[config.mk]
export PLATFORM = sky130hd
export DESIGN_NAME = flash_cmd_host
export DESIGN_NICKNAME = d
export VERILOG_FILES = /design/src/logic/flash_cmd_pkg.sv /design/src/logic/flash_buf_mem.sv /design/src/logic/flash_cmd_host.sv
export SDC_FILE = /design/constraint.sdc
export NUM_CORES = 2
export LEC_CHECK = 0
export BUFFER_PORTS_ARGS = -buffer_cell sky130_fd_sc_hd__buf_2
export CORE_MARGIN = 3
export CORE_UTILIZATION = 40
export CTS_CLUSTER_DIAMETER = 60
export DETAILED_ROUTE_END_ITERATION = 10
export PLACE_DENSITY = 0.66
export SYNTH_ARGS = -nofsm -noshare
export SYNTH_HDL_FRONTEND = slang
export SYNTH_SLANG_ARGS = --single-unit
[constraint.sdc]
create_clock -name clk -period 5.85 [get_ports clk]
set_clock_uncertainty 0.2 [all_clocks]
set_input_delay 1.17 -clock clk [delete_from_list [all_inputs] [get_ports clk]]
set_output_delay 1.17 -clock clk [all_outputs]
set_load 0.05 [all_outputs]
[src/logic/flash_cmd_pkg.sv]
// constants and carrier types for the host-side flash command sequencer
// assumes an x8 parallel nor flash on an asynchronous bus, one 50 MHz host clock
// Functional notes
// - every cycle is a write unless that cycle is defined as a read.
// - autoselect is AA@AAA, 55@555, 90@AAA; further cycles are reads.
// - word program is AA@AAA, 55@555, A0@AAA, then data at program address.
// - buffer load is unlock, 25@sector, then word count minus one at sector.
// - host writes one address-data pair per slot in the same buffer page.
// - 29 at the sector address starts programming the loaded buffer.
// - bypass entry is unlock plus 20; then A0 program, 80/30 or 80/10 erase.
// - erase is six writes ending 10@AAA for chip or 30@sector for sector.
// - secured region entry is AA@AAA, 55@555, 88@AAA.
package flash_cmd_pkg;
  localparam int AW = 24;
  localparam logic [AW-1:0] ADDR_UNLOCK1 = 24'h000AAA;
  localparam logic [AW-1:0] ADDR_UNLOCK2 = 24'h000555;
  localparam logic [AW-1:0] ADDR_QUERY   = 24'h0000AA;
  localparam logic [AW-1:0] ADDR_ANY     = 24'h000000;
  localparam logic [7:0] OFS_MFR  = 8'h00;
  localparam logic [7:0] OFS_DEV1 = 8'h02;
  localparam logic [7:0] OFS_PROT = 8'h04;
  localparam logic [7:0] OFS_SEC  = 8'h06;
  localparam logic [7:0] OFS_DEV2 = 8'h1C;
  localparam logic [7:0] OFS_DEV3 = 8'h1E;
  localparam logic [7:0] D_UNLOCK1 = 8'hAA;
  localparam logic [7:0] D_UNLOCK2 = 8'h55;
  localparam logic [7:0] D_RESET   = 8'hF0;
  localparam logic [7:0] D_AUTOSEL = 8'h90;
  localparam logic [7:0] D_QUERY   = 8'h98;
  localparam logic [7:0] D_PROGRAM = 8'hA0;
  localparam logic [7:0] D_BUFLOAD = 8'h25;
  localparam logic [7:0] D_CONFIRM = 8'h29;
  localparam logic [7:0] D_BYPASS  = 8'h20;
  localparam logic [7:0] D_ERASE   = 8'h80;
  localparam logic [7:0] D_CHIP    = 8'h10;
  localparam logic [7:0] D_SECTOR  = 8'h30;
  localparam logic [7:0] D_SUSPEND = 8'hB0;
  localparam logic [7:0] D_RESUME  = 8'h30;
  localparam logic [7:0] D_SECURE  = 8'h88;
  localparam logic [7:0] D_EXIT    = 8'h00;
  localparam logic [AW-1:0] SECTOR_MASK = 24'hFF0000;
  // strobe timing in ns and derived 50 MHz cycles
  localparam int CLK_NS   = 20;
  localparam int T_SETUP_NS = 40;
  localparam int T_PULSE_NS = 60;
  localparam int T_HOLD_NS  = 40;
  localparam logic [3:0] SETUP_CYC = 4'((T_SETUP_NS + CLK_NS - 1) / CLK_NS);
  localparam logic [3:0] PULSE_CYC = 4'((T_PULSE_NS + CLK_NS - 1) / CLK_NS);
  localparam logic [3:0] HOLD_CYC  = 4'((T_HOLD_NS + CLK_NS - 1) / CLK_NS);
  localparam int SEQ_MAX = 6;
  typedef enum logic [3:0] {
    OP_READ, OP_RESET, OP_AUTOSEL, OP_QUERY, OP_PROGRAM, OP_BUF_LOAD, OP_BUF_CONFIRM,
    OP_ABORT_RESET, OP_BYPASS_ENTER, OP_BYPASS_PROG, OP_BYPASS_SERASE, OP_BYPASS_CERASE,
    OP_BYPASS_EXIT, OP_CHIP_ERASE, OP_SECTOR_ERASE, OP_SUSPEND
  } op_e;
  typedef struct packed {
    logic            wr;
    logic [AW-1:0]   addr;
    logic [7:0]      data;
  } cyc_s;
  typedef struct packed {
    op_e           op;
    logic [AW-1:0] addr;
    logic [7:0]    data;
    logic [7:0]    aux;
  } cmd_s;
endpackage
[src/logic/flash_buf_mem.sv]
// small word store for the write-buffer payload
// assumes one writer and one reader on the host clock
`timescale 1ns/1ps
module flash_buf_mem (
  // clock
  input  wire logic        clk,
  // write side
  input  wire logic        we,
  input  wire logic [5:0]  waddr,
  input  wire logic [31:0] wdata,
  // read side
  input  wire logic [5:0]  raddr,
  output logic      [31:0] rdata
);
  logic [31:0] mem [0:63];
  always_ff @(posedge clk) begin
    if (we) begin
      mem[waddr] <= wdata;
    end
    rdata <= mem[raddr];
  end
endmodule // flash_buf_mem

[src/logic/flash_cmd_host.sv]
// host sequencer: turns one user command into flash bus cycles
// assumes the flash pins are registered here and the device is idle when a command starts
`timescale 1ns/1ps
module flash_cmd_host (
  // clock and reset
  input  wire logic                       clk,
  input  wire logic                       resetn,
  // user command
  input  wire logic                       cmd_valid,
  output logic                            cmd_ready,
  input  wire flash_cmd_pkg::cmd_s        cmd,
  // buffer payload, written before OP_BUF_LOAD
  input  wire logic                       buf_we,
  input  wire logic [5:0]                 buf_waddr,
  input  wire logic [31:0]                buf_wdata,
  // result
  output logic                            rd_valid,
  output logic [7:0]                      rd_data,
  // flash pins
  output logic [flash_cmd_pkg::AW-1:0]    flash_addr,
  output logic [15:0]                     flash_dq_out,
  output logic                            flash_dq_oe,
  input  wire logic [15:0]                flash_dq_in,
  output logic                            flash_ce_n,
  output logic                            flash_we_n,
  output logic                            flash_oe_n
);
  import flash_cmd_pkg::*;

  typedef enum {S_IDLE, S_SETUP, S_PULSE, S_HOLD, S_NEXT} state_e;
  state_e        state_reg;
  cmd_s          cmd_reg;
  logic [6:0]    idx_reg;
  logic [6:0]    total_reg;
  logic [3:0]    cnt_reg;
  logic [7:0]    dq_s1_reg;
  logic [7:0]    dq_s2_reg;
  logic [7:0]    dq_s3_reg;
  logic [5:0]    buf_raddr;
  logic [31:0]   buf_rdata;
  cyc_s          cur;

  function automatic cyc_s wcyc(input logic [AW-1:0] a, input logic [7:0] d);
    wcyc.wr = 1'b1;
    wcyc.addr = a;
    wcyc.data = d;
  endfunction
  function automatic cyc_s rcyc(input logic [AW-1:0] a);
    rcyc.wr = 1'b0;
    rcyc.addr = a;
    rcyc.data = 8'h00;
  endfunction

  // cycles per command; buffer load is 5 plus the count field (word count minus one), so 4 plus word count pairs
  function automatic logic [6:0] op_len(input cmd_s c);
    case (c.op)
      OP_READ, OP_RESET, OP_QUERY, OP_BUF_CONFIRM, OP_SUSPEND: op_len = 7'd1;
      OP_BYPASS_PROG, OP_BYPASS_SERASE, OP_BYPASS_CERASE, OP_BYPASS_EXIT: op_len = 7'd2;
      OP_ABORT_RESET, OP_BYPASS_ENTER: op_len = 7'd3;
      OP_AUTOSEL, OP_PROGRAM: op_len = 7'd4;
      OP_BUF_LOAD: op_len = 7'(c.data[5:0]) + 7'd5;
      // secured exit is only four writes; a trailing unlock would open a stray sequence
      default: op_len = (c.op == OP_SECTOR_ERASE && c.aux[0]) ? 7'd4 : 7'd6;
    endcase
  endfunction

  logic [AW-1:0] sect;
  assign sect = cmd_reg.addr & SECTOR_MASK;
  // the store answers a cycle late, so its address runs one slot ahead of idx_reg
  assign buf_raddr = 6'(idx_reg - 7'd3);

  // aux selects variants: autoselect offset, secured entry/exit, resume
  always_comb begin
    cur = wcyc(ADDR_UNLOCK1, D_UNLOCK1);
    if (idx_reg == 7'd1) begin
      cur = wcyc(ADDR_UNLOCK2, D_UNLOCK2);
    end
    case (cmd_reg.op)
      OP_READ: cur = rcyc(cmd_reg.addr);
      OP_RESET: cur = (cmd_reg.aux[0]) ? wcyc(ADDR_ANY, D_RESUME)
                                       : wcyc(ADDR_ANY, D_RESET);
      OP_SUSPEND: cur = wcyc(ADDR_ANY, D_SUSPEND);
      OP_QUERY: cur = wcyc(ADDR_QUERY, D_QUERY);
      OP_AUTOSEL: begin
        if (idx_reg == 7'd2) begin
          cur = wcyc(ADDR_UNLOCK1, D_AUTOSEL);
        end else if (idx_reg == 7'd3) begin
          // offset X04 combines with the sector bits
          cur = rcyc((cmd_reg.aux == OFS_PROT) ? (sect | AW'(OFS_PROT)) : AW'(cmd_reg.aux));
        end
      end
      OP_PROGRAM: begin
        if (idx_reg == 7'd2) begin
          cur = wcyc(ADDR_UNLOCK1, D_PROGRAM);
        end else if (idx_reg == 7'd3) begin
          cur = wcyc(cmd_reg.addr, cmd_reg.data);
        end
      end
      OP_BUF_LOAD: begin
        if (idx_reg == 7'd2) begin
          cur = wcyc(sect, D_BUFLOAD);
        end else if (idx_reg == 7'd3) begin
          cur = wcyc(sect, cmd_reg.data);
        end else if (idx_reg >= 7'd4) begin
          cur = wcyc(buf_rdata[AW+7:8], buf_rdata[7:0]);
        end
      end
      OP_BUF_CONFIRM: cur = wcyc(sect, D_CONFIRM);
      OP_ABORT_RESET: begin
        if (idx_reg == 7'd2) begin
          cur = wcyc(ADDR_UNLOCK1, D_RESET);
        end
      end
      OP_BYPASS_ENTER: begin
        if (idx_reg == 7'd2) begin
          cur = wcyc(ADDR_UNLOCK1, (cmd_reg.aux[0]) ? D_SECURE : D_BYPASS);
        end
      end
      OP_BYPASS_PROG: cur = (idx_reg == 7'd0) ? wcyc(ADDR_ANY, D_PROGRAM)
                                              : wcyc(cmd_reg.addr, cmd_reg.data);
      OP_BYPASS_SERASE: cur = (idx_reg == 7'd0) ? wcyc(ADDR_ANY, D_ERASE)
                                                : wcyc(sect, D_SECTOR);
      OP_BYPASS_CERASE: cur = (idx_reg == 7'd0) ? wcyc(ADDR_ANY, D_ERASE)
                                                : wcyc(ADDR_ANY, D_CHIP);
      OP_BYPASS_EXIT: cur = (idx_reg == 7'd0) ? wcyc(ADDR_ANY, D_AUTOSEL)
                                              : wcyc(ADDR_ANY, D_EXIT);
      default: begin
        // erase, or secured exit when sector erase has aux[0]
        if (cmd_reg.aux[0] && cmd_reg.op == OP_SECTOR_ERASE) begin
          if (idx_reg == 7'd2) begin
            cur = wcyc(ADDR_UNLOCK1, D_AUTOSEL);
          end else if (idx_reg == 7'd3) begin
            cur = wcyc(ADDR_ANY, D_EXIT);
          end
        end else if (idx_reg == 7'd2) begin
          cur = wcyc(ADDR_UNLOCK1, D_ERASE);
        end else if (idx_reg == 7'd4) begin
          cur = wcyc(ADDR_UNLOCK2, D_UNLOCK2);
        end else if (idx_reg == 7'd5) begin
          cur = (cmd_reg.op == OP_CHIP_ERASE) ? wcyc(ADDR_UNLOCK1, D_CHIP)
                                              : wcyc(sect, D_SECTOR);
        end
      end
    endcase
  end

  assign cmd_ready = (state_reg == S_IDLE);

  flash_buf_mem u_buf (
    .clk   (clk),
    .we    (buf_we),
    .waddr (buf_waddr),
    .wdata (buf_wdata),
    .raddr (buf_raddr),
    .rdata (buf_rdata)
  );

  // three-stage sampling of the asynchronous data pins
  always_ff @(posedge clk) begin
    dq_s1_reg <= flash_dq_in[7:0];
    dq_s2_reg <= dq_s1_reg;
    dq_s3_reg <= dq_s2_reg;
  end

  logic dq_stable;
  assign dq_stable = (dq_s2_reg == dq_s3_reg);

  // we_n and ce_n fall together after address setup and rise together,
  // so both edge orders of the latch coincide
  always_ff @(posedge clk) begin
    if (!resetn) begin
      state_reg    <= S_IDLE;
      cmd_reg      <= '0;
      idx_reg      <= '0;
      total_reg    <= '0;
      cnt_reg      <= '0;
      rd_valid     <= 1'b0;
      rd_data      <= '0;
      flash_addr   <= '0;
      flash_dq_out <= '0;
      flash_dq_oe  <= 1'b0;
      flash_ce_n   <= 1'b1;
      flash_we_n   <= 1'b1;
      flash_oe_n   <= 1'b1;
    end else begin
      rd_valid <= 1'b0;
      case (state_reg)
        S_IDLE: begin
          if (cmd_valid) begin
            cmd_reg   <= cmd;
            total_reg <= op_len(cmd);
            idx_reg   <= '0;
            state_reg <= S_NEXT;
          end
        end
        S_NEXT: begin
          // upper byte driven zero, top bits only from sector, read, program or buffer payload address
          flash_addr   <= cur.addr;
          flash_dq_out <= {8'h00, cur.data};
          flash_dq_oe  <= cur.wr;
          flash_ce_n   <= 1'b1;
          cnt_reg      <= SETUP_CYC;
          state_reg    <= S_SETUP;
        end
        S_SETUP: begin
          if (cnt_reg <= 4'd1) begin
            flash_ce_n <= 1'b0;
            flash_we_n <= ~cur.wr;
            flash_oe_n <= cur.wr;
            cnt_reg    <= PULSE_CYC + HOLD_CYC;
            state_reg  <= S_PULSE;
          end else begin
            cnt_reg <= cnt_reg - 4'd1;
          end
        end
        S_PULSE: begin
          if (cnt_reg <= 4'd1 && (cur.wr || dq_stable)) begin
            if (!cur.wr) begin
              rd_valid <= 1'b1;
              rd_data  <= dq_s3_reg;
            end
            flash_ce_n <= 1'b1;
            flash_we_n <= 1'b1;
            flash_oe_n <= 1'b1;
            cnt_reg    <= HOLD_CYC;
            state_reg  <= S_HOLD;
          end else if (cnt_reg > 4'd1) begin
            cnt_reg <= cnt_reg - 4'd1;
          end
        end
        default: begin
          if (cnt_reg <= 4'd1) begin
            flash_dq_oe <= 1'b0;
            idx_reg     <= idx_reg + 7'd1;
            state_reg   <= (idx_reg + 7'd1 >= total_reg) ? S_IDLE : S_NEXT;
          end else begin
            cnt_reg <= cnt_reg - 4'd1;
          end
        end
      endcase
    end
  end
endmodule // flash_cmd_host

# ---- Yosys cells after proc, flatten, opt, wreduce, memory -nomap -nowiden
# Memories as Yosys holds them, arrays and structs flattened. A register that Yosys moved wholly into a read port is not among the register bits.
# Index checks and enable logic that the tools add are counted.
dict set report word_totals {
  regBits 163
  ramBits 2048
  in_bits 102
  output_inout_bits 54
  wordCells 157
  memories 1
}
# memory depth width read_ports rd_ports_with_merged_regs write_ports line_no
set mem_list {}
lappend mem_list {u_buf.mem 64 32 1 1 1 flash_buf_mem.sv:15} ;# logic [31:0] mem [0:63];
dict set report classes {
  n_addsub 4
  magnitude_cmp 4
  eq_ne 44
  n_mux 52
  n_bitwise 4
  n_reduce_logical 29
}
# operator count
set op_table {}
lappend op_table {{2-to-1 mux 32 bit} 15}
lappend op_table {{case mux 33 bit (14 select lines)} 1}
lappend op_table {{case mux 32 bit (4 select lines)} 1}
lappend op_table {{2-to-1 mux 20 bit} 5}
lappend op_table {{2-to-1 mux 33 bit} 3}
lappend op_table {{logical NOT 32 bit} 2}
lappend op_table {{equality test 4 bit, second input constant} 15}
lappend op_table {{case mux 7 bit (5 select lines)} 1}
lappend op_table {{equality test 32 x 1 -> 1 bit, second input constant} 1}
lappend op_table {{equality test 32 x 2 -> 1 bit, second input constant} 1}
lappend op_table {{equality test 32 x 3 -> 1 bit, second input constant} 1}
lappend op_table {{equality test 4 x 3 -> 1 bit, second input constant} 8}
lappend op_table {{2-to-1 mux 8 bit} 4}
lappend op_table {{2-to-1 mux 24 bit} 1}
lappend op_table {{AND reduction 3 bit} 6}
lappend op_table {{equality test 4 x 2 -> 1 bit, second input constant} 4}
lappend op_table {{2-to-1 mux 4 bit} 4}
lappend op_table {{case mux 4 bit (4 select lines)} 1}
lappend op_table {{equality test 7 x 2 -> 1 bit, second input constant} 2}
lappend op_table {{equality test 7 x 3 -> 1 bit, second input constant} 2}
lappend op_table {{2-to-1 mux 7 bit} 2}
lappend op_table {{case mux 7 bit (2 select lines)} 1}
lappend op_table {{equality test 4 x 1 -> 1 bit, second input constant} 2}
lappend op_table {{equality test 8 x 3 -> 1 bit, second input constant} 1}
lappend op_table {{other kinds (32)} 53}

# ---- Longest topological paths before layout
dict set report depth {
  depth_word 11
  mapped_depth 15
  ltp_nobuf 10
}

# ---- By module
# A second synthesis with hierarchy kept.
dict set report hier_totals {
  hier_cells 4468
  hier_area_um2 86339.1
}
# module instances cells_each area_per_inst_um2 seq_area_each_um2
set modules_own_cells {}
lappend modules_own_cells {flash_buf_mem 1 3511 79039.6 62139.6}
lappend modules_own_cells {flash_cmd_host 1 957 7299.5 2682.6}

# ---- Least setup slack after synthesis
# No wires, ideal clock.
dict set report synth_timing {
  kind {input port to flip-flop}
  from {in buf_we}
  to {mem u_buf.mem[42][0], enable pin}
  setup_ns 0.461
  t_arrival_ns 4.007
  required_time_ns 5.189
  path_slack_ns 1.182
  path_stages 3
  path_buffers 1
  path_cell_list {clkbuf_1 nand4b_1 nor3_1}
}
dict set report synth_via {
  elab_chain_cells 2
}
# element line_no
set synth_lines {}
lappend synth_lines {{from (decl)} flash_cmd_host.sv:13} ;# input wire logic buf_we,
lappend synth_lines {{2-to-1 mux 1 bit} flash_buf_mem.sv:17} ;# if (we) begin
lappend synth_lines {{2-to-1 mux 1 bit (implied by the code)} flash_buf_mem.sv:18} ;# mem[waddr] <= wdata;
lappend synth_lines {{to (decl)} flash_buf_mem.sv:15}
# Every way passes these cells.

# ---- Worst setup path after layout
dict set report layout_timing {
  from {reg idx_reg[0]}
  to {reg state_reg[2]}
}
dict set report layout_via {
  elab_chain_cells 8
  word_cells_on_any_way 14
  classes_between {add/sub: 1; order compare: 1; eq/ne: 3; mux: 6; reduce/logical: 3}
}
# element line_no
set layout_lines {}
lappend layout_lines {{from (decl)} flash_cmd_host.sv:33} ;# logic [6:0] idx_reg;
lappend layout_lines {{from (signal assigned)} flash_cmd_host.sv:234} ;# idx_reg <= idx_reg + 7'd1;
lappend layout_lines {{parallel branches: the longest is 8 deep, another holds adder 7 x 1 -> 7 bit} --}
lappend layout_lines {{to (signal assigned)} flash_cmd_host.sv:235} ;# state_reg <= (idx_reg + 7'd1 >= total_reg) ? S_IDLE : S_NEXT;
lappend layout_lines {{to (decl)} flash_cmd_host.sv:31} ;# state_e state_reg;
# Several ways; the timed one is not identified. The select of a mux whose other input is x is not followed.
# A chain may end at the register's enable or synchronous reset.

==> results by group <==
Worst setup path
  – Top delay family on crit path: adder cells
  – Reg2reg start: idx_reg[0]
  – Kind of critical path: flip-flop to flip-flop
  – Critical Path Source: idx_reg[0]
  – Crit-path max FO: 23
  – CP Cell Sequence: ha_1, xnor2_4, inv_2, ha_1, o21a_1, o21a_1, o21ai_0, a21oi_1, or3_1, a221oi_1
  – Worst Path Required: 6.38 ns
  – Crit-path max cell delay: 0.88 ns
  – CP Data Arrival Time: 4.95 ns
  – Slowest library cell on the worst path: xnor2_4
  – Setup crit start kind: flip-flop
  – CP bufs+invs: 1
  – Crit. End Element: flip-flop

Detailed routing
  – Vias per Instance: 5.86
  – Routed len/inst: 29.7 µm
  – TritonRoute pass-1 iters: 6
  – 1st-iter DRT viols: 5675
  – DRC Markers: 0
  – DRT Wirelength: 219 mm
  – DR vias: 43121
  – Antenna-violating nets left: 0

Timing
  – Fin. max-slew vios: 0
  – Fmax: 226 MHz
  – Period minus WS final: 4.42 ns
  – Final setup violating endpoints: 0
  – Slew @ Worst Pin: 1.31 ns
  – Worst slew margin: 0.130
  – Fin Setup TNS: 0 ns
  – Fin crit share: 0.755
  – RSZ-0062 raised after global routing: false
  – Final Hold Fails: 0

Finish
  – Share of cells above drive strength 1: 0.288
  – FILL cells: 17515
  – Most frequent cells in the layout: edfxtp_1, mux4_2, nand2_1, clkbuf_16, dfxtp_1
  – Non-filler cells, final: 7356
  – Commonest non-fill, non-tap cell in the layout: edfxtp_1
  – Max reg flops: 2048
  – Final nets: 4465
  – Area Growth Syn to Fin: 13.6%

Clocking
  – H-tree depth: 4
  – Post-cts sizing count: 0
  – TritonCTS Buffers: 211
  – Post-CTS Hold Buffers: 0
  – Clock buffer depth: 3
  – Setup repair bufs after CTS: 0
  – Clock slew at reported path FFs: 0.07 ns
  – Root Buffer: clkbuf_16
  – Worst-Skew Late Latency: 0.85 ns
  – CTS tree: done
  – Sink Count: 2214

Min path
  – Min-Delay Path Class: flip-flop to flip-flop
  – Hold Startpoint: dq_s1_reg[5]

GRT
  – Global routing met2 resource utilization: 0.307
  – First-pass GRT wire length: 313 mm
  – Total global-route track usage: 0.198
  – Grt met3 use: 0.0397
  – M1 GR Usage: 0.288
  – Top Usage Layer GRT: met2
  – Largest net degree at the start of global routing: 98
  – Vias in the first global route: 42248
  – Grt ovf: 0
  – Initial antenna violation count: 34

Logic synthesis
  – Synth Cell Area: 0.0857 mm²
  – Distinct cells, synth: 78
  – Yosys reg bits: 2214
  – Main flop type after synthesis: edfxtp_1
  – Post-synth EDFFs: 2048
  – Avg Cell Area, Syn: 20.9 µm²
  – Fraction of the yosys area taken by sequential cells: 0.756
  – Post-synth ARST share: 0
  – Yosys warnings: 0
  – Synthesized instance count: 4096

Placed design
  – Hpwl dp: 126 mm
  – Placed Cells: 6957
  – Final RePlAce weighted congestion: 0.877
  – I/O Buffers: 139

Floorplan
  – Die height: 469 µm
  – Initial Util: 0.403
  – Num rows: 169
  – Die W: 469 µm
  – Core footprint: 0.213 mm²
  – Die area: 0.220 mm²
  – Total I/O pin count: 156

Flow run
  – Max-cap viol count: 0

Power and ir drop
  – Cell Pwr Density: 355 mW/mm²
  – Leakage: 29.7 nW
  – Peak VDD IR: 0.352 mV

Status
  – Status: finished, final reports clean
report_power, final:
part           total [mW]  switching [mW]  leakage (nW)  internal (mW)
combinational        3.36            2.07          6.56           1.29
clock                13.5            5.95          3.32           7.52
sequential           17.8           0.211          19.8           17.6
total                34.6            8.23          29.7           26.4
layer usage:
metal | vias up | share of wire
met3 | 320 | 0.094
met2 | 2200 | 0.47
met1 | 23061 | 0.41
met4 | 6 | 0.025
met5 | - | 0.00019
li1 | 17534 | -
area by class of cell:
type | instances | area, µm² | area share
diodes | 9 | 22.5 | 0.000231
inverters | 19 | 71.3 | 0.000732
repair buffers | 277 | 1930 | 0.0198
multi-input cells | 1626 | 20200 | 0.207
well taps | 2821 | 3530 | 0.0362
flip-flops and latches | 2214 | 64800 | 0.666
clock inverters | 129 | 1220 | 0.0125
clock buffers | 261 | 5590 | 0.0574
synth_stat cells (4+ instances only):
cell type     n  area [µm²]
a211oi_1      7        52.6
a21o_1        7        52.6
a21oi_1     134         671
a221o_1       7        70.1
a221oi_1      8        70.1
a31oi_1      25         156
and3_1       30         188
buf_1        10        37.5
buf_2        75         375
buf_4        18         135
buf_6        20         225
clkbuf_1    120         450
dfxtp_1     166        3320
edfxtp_1   2048       61500
ha_1         14         175
inv_1        18        67.6
mux2i_1      30         300
mux4_2      629       14200
nand2_1     246         923
nand2b_1     12        75.1
nand3_1      30         150
nand3b_1      4        30.0
nand4_1       8        50.1
nor2_1      157         589
nor2b_1      10        62.6
nor3_1       23         115
nor4_1       15        93.8
o211ai_1     11        82.6
o21ai_0      62         310
o21ai_1       7        35.0
o221ai_1     11        96.3
o22ai_1      22         138
o31ai_1       8        60.1
or2_2         4        25.0
or3_1         8        50.1
xnor2_1       9        78.8
xor2_1       18         158
per-stage QoR:
stage / area, µm² / hold WS [ns] / setup WS [ns] / power, mW / util
after floorplan: 85700 / 0.110 / 1.18 / 20.3 / -
after global placement: 90600 / 0.113 / 1.44 / 21.4 / 0.426
after detailed placement: 90600 / 0.117 / 1.40 / 21.5 / 0.426
after CTS: 97400 / 0.133 / 1.38 / 34.8 / 0.458
after global routing: 97400 / 0.136 / 1.21 / 35.7 / 0.458
final: 97400 / 0.130 / 1.43 / 34.6 / 0.458
worst paths after layout:
check	end	slack (ns)	depth (start not counted)
min reg2reg	dq_s2_reg[5]	0.13	0
max reg2reg	state_reg[2]	1.43	10
min	dq_s2_reg[5]	0.13	0
max	state_reg[2]	1.43	10
logic make-up (layout without fill, tap and decap cells):
family          count (synthesis)  after routing  share of synthesized area
xor+xnor                       29             29                    0.00314
other cells                     1             17                  0.0000437
buf+inv                       263            686                     0.0152
fa+ha+maj                      14             14                    0.00204
flops                        2214           2214                      0.756
compound gates                341            341                     0.0242
mux                           659            659                      0.169
simple gates                  575            575                     0.0304
No activity file was read; power rests on OpenSTA's default activity.
